### src/common/glr_pkg.sv
// glr_pkg: shared constants and types for the load model and relaxation block
// assumes a 50 MHz system clock and plain-port configuration inputs
package glr_pkg;
    localparam int CLK_HZ = 50_000_000;
    localparam int SEC_PERIOD_S = 1;
    localparam int SEC_CYCLES = CLK_HZ * SEC_PERIOD_S;
    localparam int OCV_WAIT_MIN = 30;
    localparam int OCV_WAIT_S = OCV_WAIT_MIN * 60;
    localparam int FILT_TAU_S = 14;
    localparam logic [15:0] SLOPE_LIMIT_UV = 16'h0004;
    localparam logic [15:0] C_DIV = 16'h0005;
    localparam logic [2:0] SRC_MAX = 3'h6;
    localparam logic [2:0] SRC_DEF_CC = 3'h1;
    localparam logic [2:0] SRC_DEF_CP = 3'h0;
    localparam logic MODEL_CC = 1'b0;
    localparam logic MODEL_CP = 1'b1;
    localparam int CTR_W = 13;
    typedef enum logic [1:0] {
        GLR_FLOW = 2'b00,
        GLR_RELAX = 2'b01,
        GLR_OCV = 2'b11
    } glr_state_e;
endpackage

### src/common/glr_tick_if.sv
// glr_tick_if: one-second tick between the divider and the core
// assumes a single clock domain
`timescale 1ns/1ps
`default_nettype none
interface glr_tick_if;
    logic tick;
    modport src (output tick);
    modport dst (input tick);
endinterface
`default_nettype wire

### src/verilog/glr_core.sv
// glr_core: load model rate selection, reserve handling, current direction and relaxation
// assumes measurements arrive once per second, synchronous to CLK, signed mA, unsigned mV and uV/s
`timescale 1ns/1ps
`default_nettype none
module glr_core #(
    parameter int TICK_CYCLES = glr_pkg::SEC_CYCLES
) (
    input wire logic CLK,
    input wire logic RST_N,
    input wire logic LOAD_MODEL,
    input wire logic [2:0] RATE_SRC,
    input wire logic MEAS_VALID,
    input wire logic signed [15:0] MEAN_CURRENT,
    input wire logic [15:0] VOLTAGE_MV,
    input wire logic [15:0] SLOPE_UV_S,
    input wire logic signed [15:0] PREV_AVG_CURRENT,
    input wire logic signed [15:0] PRES_AVG_CURRENT,
    input wire logic signed [15:0] PREV_AVG_POWER,
    input wire logic signed [15:0] PRES_AVG_POWER,
    input wire logic [15:0] NOMINAL_CHARGE,
    input wire logic [15:0] NOMINAL_ENERGY,
    input wire logic signed [15:0] HYPOTHETICAL_RATE,
    input wire logic signed [15:0] USER_RATE,
    input wire logic [15:0] REMAINING_CHARGE,
    input wire logic [15:0] REMAINING_ENERGY,
    input wire logic [15:0] RESERVE_CHARGE,
    input wire logic [15:0] RESERVE_ENERGY,
    input wire logic RESERVE_COMP_EN,
    input wire logic [15:0] DSG_DETECT_MA,
    input wire logic [15:0] CHG_DETECT_MA,
    input wire logic [15:0] RELAX_ENTRY_MA,
    input wire logic [12:0] DSG_SETTLE_S,
    input wire logic [7:0] CHG_SETTLE_S,
    input wire logic [5:0] RELAX_EXIT_S,
    input wire logic [15:0] QMAX_INIT,
    input wire logic [15:0] QMAX_MEASURED,
    input wire logic QMAX_MEASURED_VALID,
    output logic LOAD_MODEL_STATUS_BIT,
    output logic signed [31:0] LOAD_RATE,
    output logic LOAD_RATE_IS_POWER,
    output logic [16:0] TOTAL_CHARGE,
    output logic [16:0] TOTAL_ENERGY,
    output logic RESERVE_NOLOAD,
    output logic DISCHARGING,
    output logic CHARGING,
    output logic RELAXED,
    output logic OCV_ALLOWED,
    output logic QMAX_LEARN_EN,
    output logic [15:0] QMAX
);
    glr_tick_if sec_if ();
    glr_sec_tick #(.CYCLES(TICK_CYCLES)) u_tick (
        .clk(CLK),
        .rst_n(RST_N),
        .t(sec_if)
    );
    logic tick;
    assign tick = sec_if.tick;

    ////////////////////////////////////////////////////////////////////////////
    // source selection
    function automatic logic [2:0] eff_src(input logic [2:0] src, input logic model);
        if (src > glr_pkg::SRC_MAX) begin
            return (model == glr_pkg::MODEL_CP) ? glr_pkg::SRC_DEF_CP : glr_pkg::SRC_DEF_CC;
        end
        return src;
    endfunction

    logic signed [31:0] filt_q;
    logic signed [31:0] rate_d;
    logic signed [31:0] filt_i;
    logic signed [31:0] mean_i;
    logic [2:0] src;
    assign filt_i = filt_q;
    assign mean_i = 32'(MEAN_CURRENT);
    assign src = eff_src(RATE_SRC, LOAD_MODEL);

    // first-order low-pass, step 1/tau per measurement
    always_ff @(posedge CLK or negedge RST_N) begin
        if (!RST_N) begin
            filt_q <= 32'h0000_0000;
        end else if (MEAS_VALID) begin
            filt_q <= filt_q + (mean_i - filt_q) / glr_pkg::FILT_TAU_S;
        end
    end

    always_comb begin
        rate_d = 32'h0000_0000;
        if (LOAD_MODEL == glr_pkg::MODEL_CC) begin
            unique case (src)
                3'h0: rate_d = 32'(PREV_AVG_CURRENT);
                3'h1: rate_d = 32'(PRES_AVG_CURRENT);
                3'h2: rate_d = mean_i;
                3'h3: rate_d = filt_i;
                3'h4: rate_d = 32'(NOMINAL_CHARGE / glr_pkg::C_DIV);
                3'h5: rate_d = 32'(HYPOTHETICAL_RATE);
                default: rate_d = 32'(USER_RATE);
            endcase
        end else begin
            unique case (src)
                3'h0: rate_d = 32'(PREV_AVG_POWER);
                3'h1: rate_d = 32'(PRES_AVG_POWER);
                3'h2: rate_d = mean_i * $signed({16'h0000, VOLTAGE_MV});
                3'h3: rate_d = filt_i * $signed({16'h0000, VOLTAGE_MV});
                3'h4: rate_d = 32'(NOMINAL_ENERGY / glr_pkg::C_DIV);
                3'h5: rate_d = 32'(HYPOTHETICAL_RATE) * 32'sd10;
                default: rate_d = 32'(USER_RATE) * 32'sd10;
            endcase
        end
    end

    always_ff @(posedge CLK or negedge RST_N) begin
        if (!RST_N) begin
            LOAD_RATE <= 32'h0000_0000;
            LOAD_RATE_IS_POWER <= 1'b0;
            LOAD_MODEL_STATUS_BIT <= 1'b0;
        end else begin
            LOAD_RATE <= rate_d;
            LOAD_RATE_IS_POWER <= LOAD_MODEL;
            LOAD_MODEL_STATUS_BIT <= LOAD_MODEL;
        end
    end

    ////////////////////////////////////////////////////////////////////////////
    // reserve
    always_ff @(posedge CLK or negedge RST_N) begin
        if (!RST_N) begin
            TOTAL_CHARGE <= 17'h0_0000;
            TOTAL_ENERGY <= 17'h0_0000;
            RESERVE_NOLOAD <= 1'b0;
        end else begin
            TOTAL_CHARGE <= {1'b0, REMAINING_CHARGE} + {1'b0, RESERVE_CHARGE};
            TOTAL_ENERGY <= {1'b0, REMAINING_ENERGY} + {1'b0, RESERVE_ENERGY};
            RESERVE_NOLOAD <= RESERVE_COMP_EN;
        end
    end

    ////////////////////////////////////////////////////////////////////////////
    // direction
    logic [15:0] mag;
    assign mag = MEAN_CURRENT[15] ? 16'(-MEAN_CURRENT) : 16'(MEAN_CURRENT);
    always_ff @(posedge CLK or negedge RST_N) begin
        if (!RST_N) begin
            DISCHARGING <= 1'b0;
            CHARGING <= 1'b0;
        end else begin
            DISCHARGING <= MEAN_CURRENT[15] && (mag > DSG_DETECT_MA);
            CHARGING <= !MEAN_CURRENT[15] && (mag > CHG_DETECT_MA);
        end
    end

    ////////////////////////////////////////////////////////////////////////////
    // relaxation
    glr_pkg::glr_state_e st_q;
    logic [glr_pkg::CTR_W-1:0] quiet_q;
    logic [glr_pkg::CTR_W-1:0] busy_q;
    logic [10:0] relax_s_q;
    logic quiet;
    assign quiet = mag < RELAX_ENTRY_MA;

    always_ff @(posedge CLK or negedge RST_N) begin
        if (!RST_N) begin
            quiet_q <= 13'h0000;
            busy_q <= 13'h0000;
        end else begin
            if (!quiet) begin
                quiet_q <= 13'h0000;
            end else if (tick && quiet_q != 13'h1FFF) begin
                quiet_q <= quiet_q + 13'h0001;
            end
            if (quiet) begin
                busy_q <= 13'h0000;
            end else if (tick && busy_q != 13'h1FFF) begin
                busy_q <= busy_q + 13'h0001;
            end
        end
    end

    logic enter_ok;
    logic exit_ok;
    assign enter_ok = quiet && (quiet_q >= DSG_SETTLE_S || quiet_q >= {5'h00, CHG_SETTLE_S});
    assign exit_ok = !quiet && busy_q >= {7'h00, RELAX_EXIT_S};

    always_ff @(posedge CLK or negedge RST_N) begin
        if (!RST_N) begin
            st_q <= glr_pkg::GLR_FLOW;
        end else begin
            unique case (st_q)
                glr_pkg::GLR_FLOW: begin
                    if (enter_ok) begin
                        st_q <= glr_pkg::GLR_RELAX;
                    end
                end
                glr_pkg::GLR_RELAX: begin
                    if (exit_ok) begin
                        st_q <= glr_pkg::GLR_FLOW;
                    end else if (relax_s_q >= 11'(glr_pkg::OCV_WAIT_S)) begin
                        st_q <= glr_pkg::GLR_OCV;
                    end
                end
                default: begin
                    if (exit_ok) begin
                        st_q <= glr_pkg::GLR_FLOW;
                    end
                end
            endcase
        end
    end

    always_ff @(posedge CLK or negedge RST_N) begin
        if (!RST_N) begin
            relax_s_q <= 11'h000;
        end else if (st_q != glr_pkg::GLR_RELAX) begin
            relax_s_q <= 11'h000;
        end else if (tick) begin
            relax_s_q <= relax_s_q + 11'h001;
        end
    end

    assign RELAXED = (st_q != glr_pkg::GLR_FLOW);
    assign OCV_ALLOWED = (st_q == glr_pkg::GLR_OCV);
    assign QMAX_LEARN_EN = OCV_ALLOWED && (SLOPE_UV_S < glr_pkg::SLOPE_LIMIT_UV);

    ////////////////////////////////////////////////////////////////////////////
    // capacity
    logic qmax_init_done_q;
    always_ff @(posedge CLK or negedge RST_N) begin
        if (!RST_N) begin
            QMAX <= 16'h0000;
            qmax_init_done_q <= 1'b0;
        end else if (!qmax_init_done_q) begin
            QMAX <= QMAX_INIT;
            qmax_init_done_q <= 1'b1;
        end else if (QMAX_MEASURED_VALID && QMAX_LEARN_EN) begin
            QMAX <= QMAX_MEASURED;
        end
    end

    ////////////////////////////////////////////////////////////////////////////
    // checks
    a_status_mirror: assert property (@(posedge CLK) disable iff (!RST_N)
        $past(RST_N) |-> LOAD_MODEL_STATUS_BIT == $past(LOAD_MODEL))
        else $error("status bit mismatch");
    a_default_src: assert property (@(posedge CLK) disable iff (!RST_N)
        (RATE_SRC == 3'h7 && !LOAD_MODEL) |=> LOAD_RATE == $past(32'(PRES_AVG_CURRENT)))
        else $error("bad default source");
    a_cc_nominal: assert property (@(posedge CLK) disable iff (!RST_N)
        (RATE_SRC == 3'h4 && !LOAD_MODEL) |=> LOAD_RATE == 32'($past(NOMINAL_CHARGE) / 16'd5))
        else $error("bad c/5 rate");
    a_cp_hypo: assert property (@(posedge CLK) disable iff (!RST_N)
        (RATE_SRC == 3'h5 && LOAD_MODEL) |=> LOAD_RATE == $past(32'(HYPOTHETICAL_RATE)) * 10)
        else $error("bad power unit");
    a_reserve_sum: assert property (@(posedge CLK) disable iff (!RST_N)
        $past(RST_N) |->
        TOTAL_CHARGE == $past({1'b0, REMAINING_CHARGE}) + $past({1'b0, RESERVE_CHARGE}))
        else $error("bad reserve charge");
    a_reserve_energy: assert property (@(posedge CLK) disable iff (!RST_N)
        $past(RST_N) |->
        TOTAL_ENERGY == $past({1'b0, REMAINING_ENERGY}) + $past({1'b0, RESERVE_ENERGY}))
        else $error("bad reserve energy");
    a_dsg_flag: assert property (@(posedge CLK) disable iff (!RST_N)
        (MEAN_CURRENT[15] && mag > DSG_DETECT_MA) |=> DISCHARGING) else $error("no discharge");
    a_chg_flag: assert property (@(posedge CLK) disable iff (!RST_N)
        (!MEAN_CURRENT[15] && mag > CHG_DETECT_MA) |=> CHARGING) else $error("no charge");
    a_quiet_restart: assert property (@(posedge CLK) disable iff (!RST_N)
        !quiet |=> quiet_q == 13'h0000) else $error("timer not restarted");
    a_enter_relax: assert property (@(posedge CLK) disable iff (!RST_N)
        (!RELAXED && enter_ok) |=> RELAXED) else $error("missed relax entry");
    a_stay_relax: assert property (@(posedge CLK) disable iff (!RST_N)
        (RELAXED && !exit_ok) |=> RELAXED) else $error("early relax exit");
    a_learn_slope: assert property (@(posedge CLK) disable iff (!RST_N)
        $changed(QMAX) && $past(qmax_init_done_q) |->
        $past(SLOPE_UV_S) < 16'd4 && $past(OCV_ALLOWED))
        else $error("learn gate");
    a_ocv_wait: assert property (@(posedge CLK) disable iff (!RST_N)
        $rose(OCV_ALLOWED) |-> $past(relax_s_q) >= 11'd1800) else $error("ocv too early");
    c_relax: cover property (@(posedge CLK) disable iff (!RST_N) $rose(RELAXED));
    c_ocv: cover property (@(posedge CLK) disable iff (!RST_N) $rose(OCV_ALLOWED));
    c_learn: cover property (@(posedge CLK) disable iff (!RST_N)
        QMAX_MEASURED_VALID && QMAX_LEARN_EN);
    c_exit: cover property (@(posedge CLK) disable iff (!RST_N) $fell(RELAXED));
    c_cp_default: cover property (@(posedge CLK) disable iff (!RST_N)
        LOAD_MODEL && RATE_SRC == 3'h7);
endmodule
`default_nettype wire

### src/verilog/glr_sec_tick.sv
// glr_sec_tick: divides the system clock into a one-cycle pulse per second
// assumes CLK at the package rate
`timescale 1ns/1ps
`default_nettype none
module glr_sec_tick #(
    parameter int CYCLES = glr_pkg::SEC_CYCLES
) (
    input wire logic clk,
    input wire logic rst_n,
    glr_tick_if.src t
);
    logic [25:0] cnt_q;
    always_ff @(posedge clk or negedge rst_n) begin
        if (!rst_n) begin
            cnt_q <= 26'h000_0000;
        end else if (cnt_q == 26'(CYCLES - 1)) begin
            cnt_q <= 26'h000_0000;
        end else begin
            cnt_q <= cnt_q + 26'h000_0001;
        end
    end
    assign t.tick = (cnt_q == 26'(CYCLES - 1));
endmodule
`default_nettype wire
### config.mk
export PLATFORM = sky130hd
export DESIGN_NAME = glr_core
export DESIGN_NICKNAME = d
export VERILOG_FILES = /design/src/common/glr_pkg.sv /design/src/common/glr_tick_if.sv /design/src/verilog/glr_core.sv /design/src/verilog/glr_sec_tick.sv
export SDC_FILE = /design/constraint.sdc
export NUM_CORES = 2
export LEC_CHECK = 0
export BUFFER_PORTS_ARGS = -buffer_cell sky130_fd_sc_hd__buf_2
export CORE_MARGIN = 3
export CORE_UTILIZATION = 60
export CTS_CLUSTER_SIZE = 28
export DETAILED_ROUTE_END_ITERATION = 6
export PLACE_DENSITY_LB_ADDON = 0.12
export SETUP_SLACK_MARGIN = 0.1
export SLEW_MARGIN = 30
export SYNTH_ARGS = -nofsm -noshare
export SYNTH_HDL_FRONTEND = slang
export SYNTH_HIERARCHICAL = 1
export SYNTH_SLANG_ARGS = --single-unit
export TNS_END_PERCENT = 1
### constraint.sdc
create_clock -name CLK -period 19.9 [get_ports CLK]
set_clock_uncertainty 0.2 [all_clocks]
set_input_delay 0.995 -clock CLK [delete_from_list [all_inputs] [get_ports CLK]]
set_output_delay 0.995 -clock CLK [all_outputs]
set_load 0.02 [all_outputs]
==> qor.yml <==
status: "complete, but fails checks"
violations: "DRC"
cts_sinks: 184
area_growth_pct: 10.5
synthSimpleGateAreaFrac_pct: 19.9
io_buffers: 443
synthArstFlopShare_pct: 100
start_util_pct: 61.1
drc_errors: 2
crit_path_max_incr_delay_ns: 0.66
synth_warnings: 6
grt_pass1_vias: 46400
worst-path-max-fanout: 11
finalSetupTns_ns: 0
synthFlopType: "dfrtp_1"
fin_nets: 7974
viasPerCell: 6.14
regToRegEndpoint: "filt_i[31]$_DFFE_PN0P_"
crit_required_ns: 20.10
slew_headroom_pct: 27.5
final_common_cell: "inv_1"
crit_slowest_cell: "or4_4"
synth_xor_area_share_pct: 7.29
critPathLaunchType: "input pin"
synth_cells: 6306
die_area_um2: 86300
reg2reg_from: "filt_i[24]$_DFFE_PN0P_"
clk_pin_slew_worst_paths_ns: 0.09
grt_pass1_wl_um: 245000
layout-drive-gt1-share_pct: 14.2
drtAntennaViolNets: 0
synth_top_area_share_pct: 20.3
slew_viol_final: 0
final_util_pct: 67.5
drtIter0Drc: 3684
arrival_ns: 19.10
final.min_clock_period_ns: 18.89
fmax_ghz: 0.0529
synthTopCellsByArea: "fa_1, ha_1, dfrtp_1, inv_1, nand2_1"
rows: 104
place_congestion: 0.963
yosysTopAreaCell: "fa_1"
yosysUniqueCellTypes: 138
synth_edf_count: 0
max_cap_viol_count: 0
synthAdderAreaFrac_pct: 31.9
hold_class: "in -> async"
antenna_found_initial: 23
seq_area_frac_synth_pct: 9.27
end_kind: "flip-flop"
grt_overflow: 0
syn-mean-instance-area_um2: 7.88
netlist_area_um2: 49700
htreeDepth: 4
drt_first_pass_iters: 7
clockBufferDepth: 2
synth_top_family_by_area: "adder cells"
grt_max_degree: 64
grt_usage_pct: 35.3
finalHoldViolCount: 0
place_hpwl_um: 121000
setup_violations: 0
synthMuxAreaShare_pct: 1.53
cts_tree: "done"
critical_path_class: "in -> reg"
reg2reg_slack_ns: 1.19
layout.cells.non_filler: 7761
synth-compound-area-share_pct: 21.2
postSynthNetCount: 7608
clk_latency_ns: 0.52
cts_root_buf: "clkbuf_16"
cts-buffers-inserted: 17
synth_seq_cells: 184
crit_top_cell: "o21bai_1"
mostFrequentLayoutCells: "inv_1, nand2_1, fa_1, buf_2, ha_1"
min_period_over_period_pct: 94.9
ff2ff_path_depth: 89
pin_count: 446
die_y_um: 294
core_area_um2: 81300
worstMarginPinSlew_ns: 1.08
die_w_um: 294
place_inst: 7690
vias: 47700
post_drt_wl_per_cell_um: 19.9
totalWireLength_um: 155000
[flip-flops by register name (all words and copies together) (netlist names), 13 cells and up]
register	count
TOTAL_CHARGE	17
u_tick/cnt_q	26
filt_i	32
LOAD_RATE	32
QMAX	16
TOTAL_ENERGY	17
quiet_q	13
busy_q	13
[logic make-up (layout without fill, tap and decap cells)]
kind of cell             Yosys count  in the layout
AO/OA/AOI/OAI                   1521           1521
XOR/XNOR                         410            410
adder cells (fa/ha/maj)          969            969
buffers and inverters           1145           1524
flip-flops                       184            184
multiplexers                      67             67
other                              1             17
AND/OR/NAND/NOR                 2009           2009
[stage by stage]
| stage | setup slack, ns | instance area, µm² | hold WS (ns) |
|---|---|---|---|
| finish | 1.01 | 54900 | 0.269 |
| global placement | 0.125 | 53400 | 0.283 |
| floorplan | 1.12 | 49700 | 0.264 |
| detailed placement | -0.130 | 53400 | 0.291 |
| CTS | 0.381 | 54100 | 0.263 |
| global route | -0.0537 | 54900 | 0.303 |
[worst max-delay path by stage]
stage / start / endpoint / slack [ns] / cells after the start
finish: MEAN_CURRENT[0] / filt_i[31]$_DFFE_PN0P_ / 1.01 / 90
global route: MEAN_CURRENT[0] / filt_i[30]$_DFFE_PN0P_ / -0.05 / 89
detailed placement: MEAN_CURRENT[0] / filt_i[31]$_DFFE_PN0P_ / -0.13 / 91
floorplan: MEAN_CURRENT[0] / filt_i[31]$_DFFE_PN0P_ / 1.12 / 91
global placement: MEAN_CURRENT[0] / filt_i[31]$_DFFE_PN0P_ / 0.13 / 91
CTS: MEAN_CURRENT[0] / filt_i[31]$_DFFE_PN0P_ / 0.38 / 91
[cell type report]
type / count / area (µm²)
Multi-Input combinational cell: 4977 / 41300
Fill cell: 6987 / 26500
Sequential cell: 184 / 4610
Timing Repair Buffer: 654 / 3810
Inverter: 838 / 3150
Tap cell: 1060 / 1330
Clock buffer: 17 / 425
Clock inverter: 15 / 209
Antenna cell: 16 / 40.0
[metal layers]
layer	part of all wire [%]	track usage, %
met4	4.3	14.6
met3	8.0	6.11
met2	47	59.0
met5	0.047	0
met1	41	45.5
[timing repair]
item	4_1_cts	5_1_grt
buffers inserted	0	23
resized for setup	0	109
setup endpoints to repair	0	10
hold buffers	0	0
endpoints found under the hold margin	0	0
[synthesized netlist by cell type, drive strengths merged (20+ instances only)]
cell type / instances
mux2: 20
o2111ai: 23
or2: 42
ha: 442
nor2: 337
nand2b: 63
nand3: 112
a211o: 23
o211ai: 81
a221oi: 41
or3: 44
xor2: 134
dfrtp: 184
mux2i: 42
and4: 20
a22oi: 21
o21bai: 100
inv: 836
xnor2: 276
o21ai: 294
and3: 51
clkbuf: 256
fa: 504
maj3: 23
o31ai: 31
a21o: 64
a21oi: 390
a31oi: 54
nor4: 52
o22ai: 32
nand4: 67
o221ai: 33
and2: 271
nor3: 111
o21a: 47
buf: 51
nand2: 739
nor2b: 42
a211oi: 54
[critical path: cells and delay by family]
kind / cells / cell delay [ns]
buf+inv: 5 / 0.56
compound gates: 53 / 10.31
mux: 3 / 0.99
xor+xnor: 4 / 0.58
fa+ha+maj: 5 / 1.28
simple gates: 20 / 4.38
Power is not shown: default switching activity piles up to over one toggle a cycle in this logic, so the estimate is an artifact.
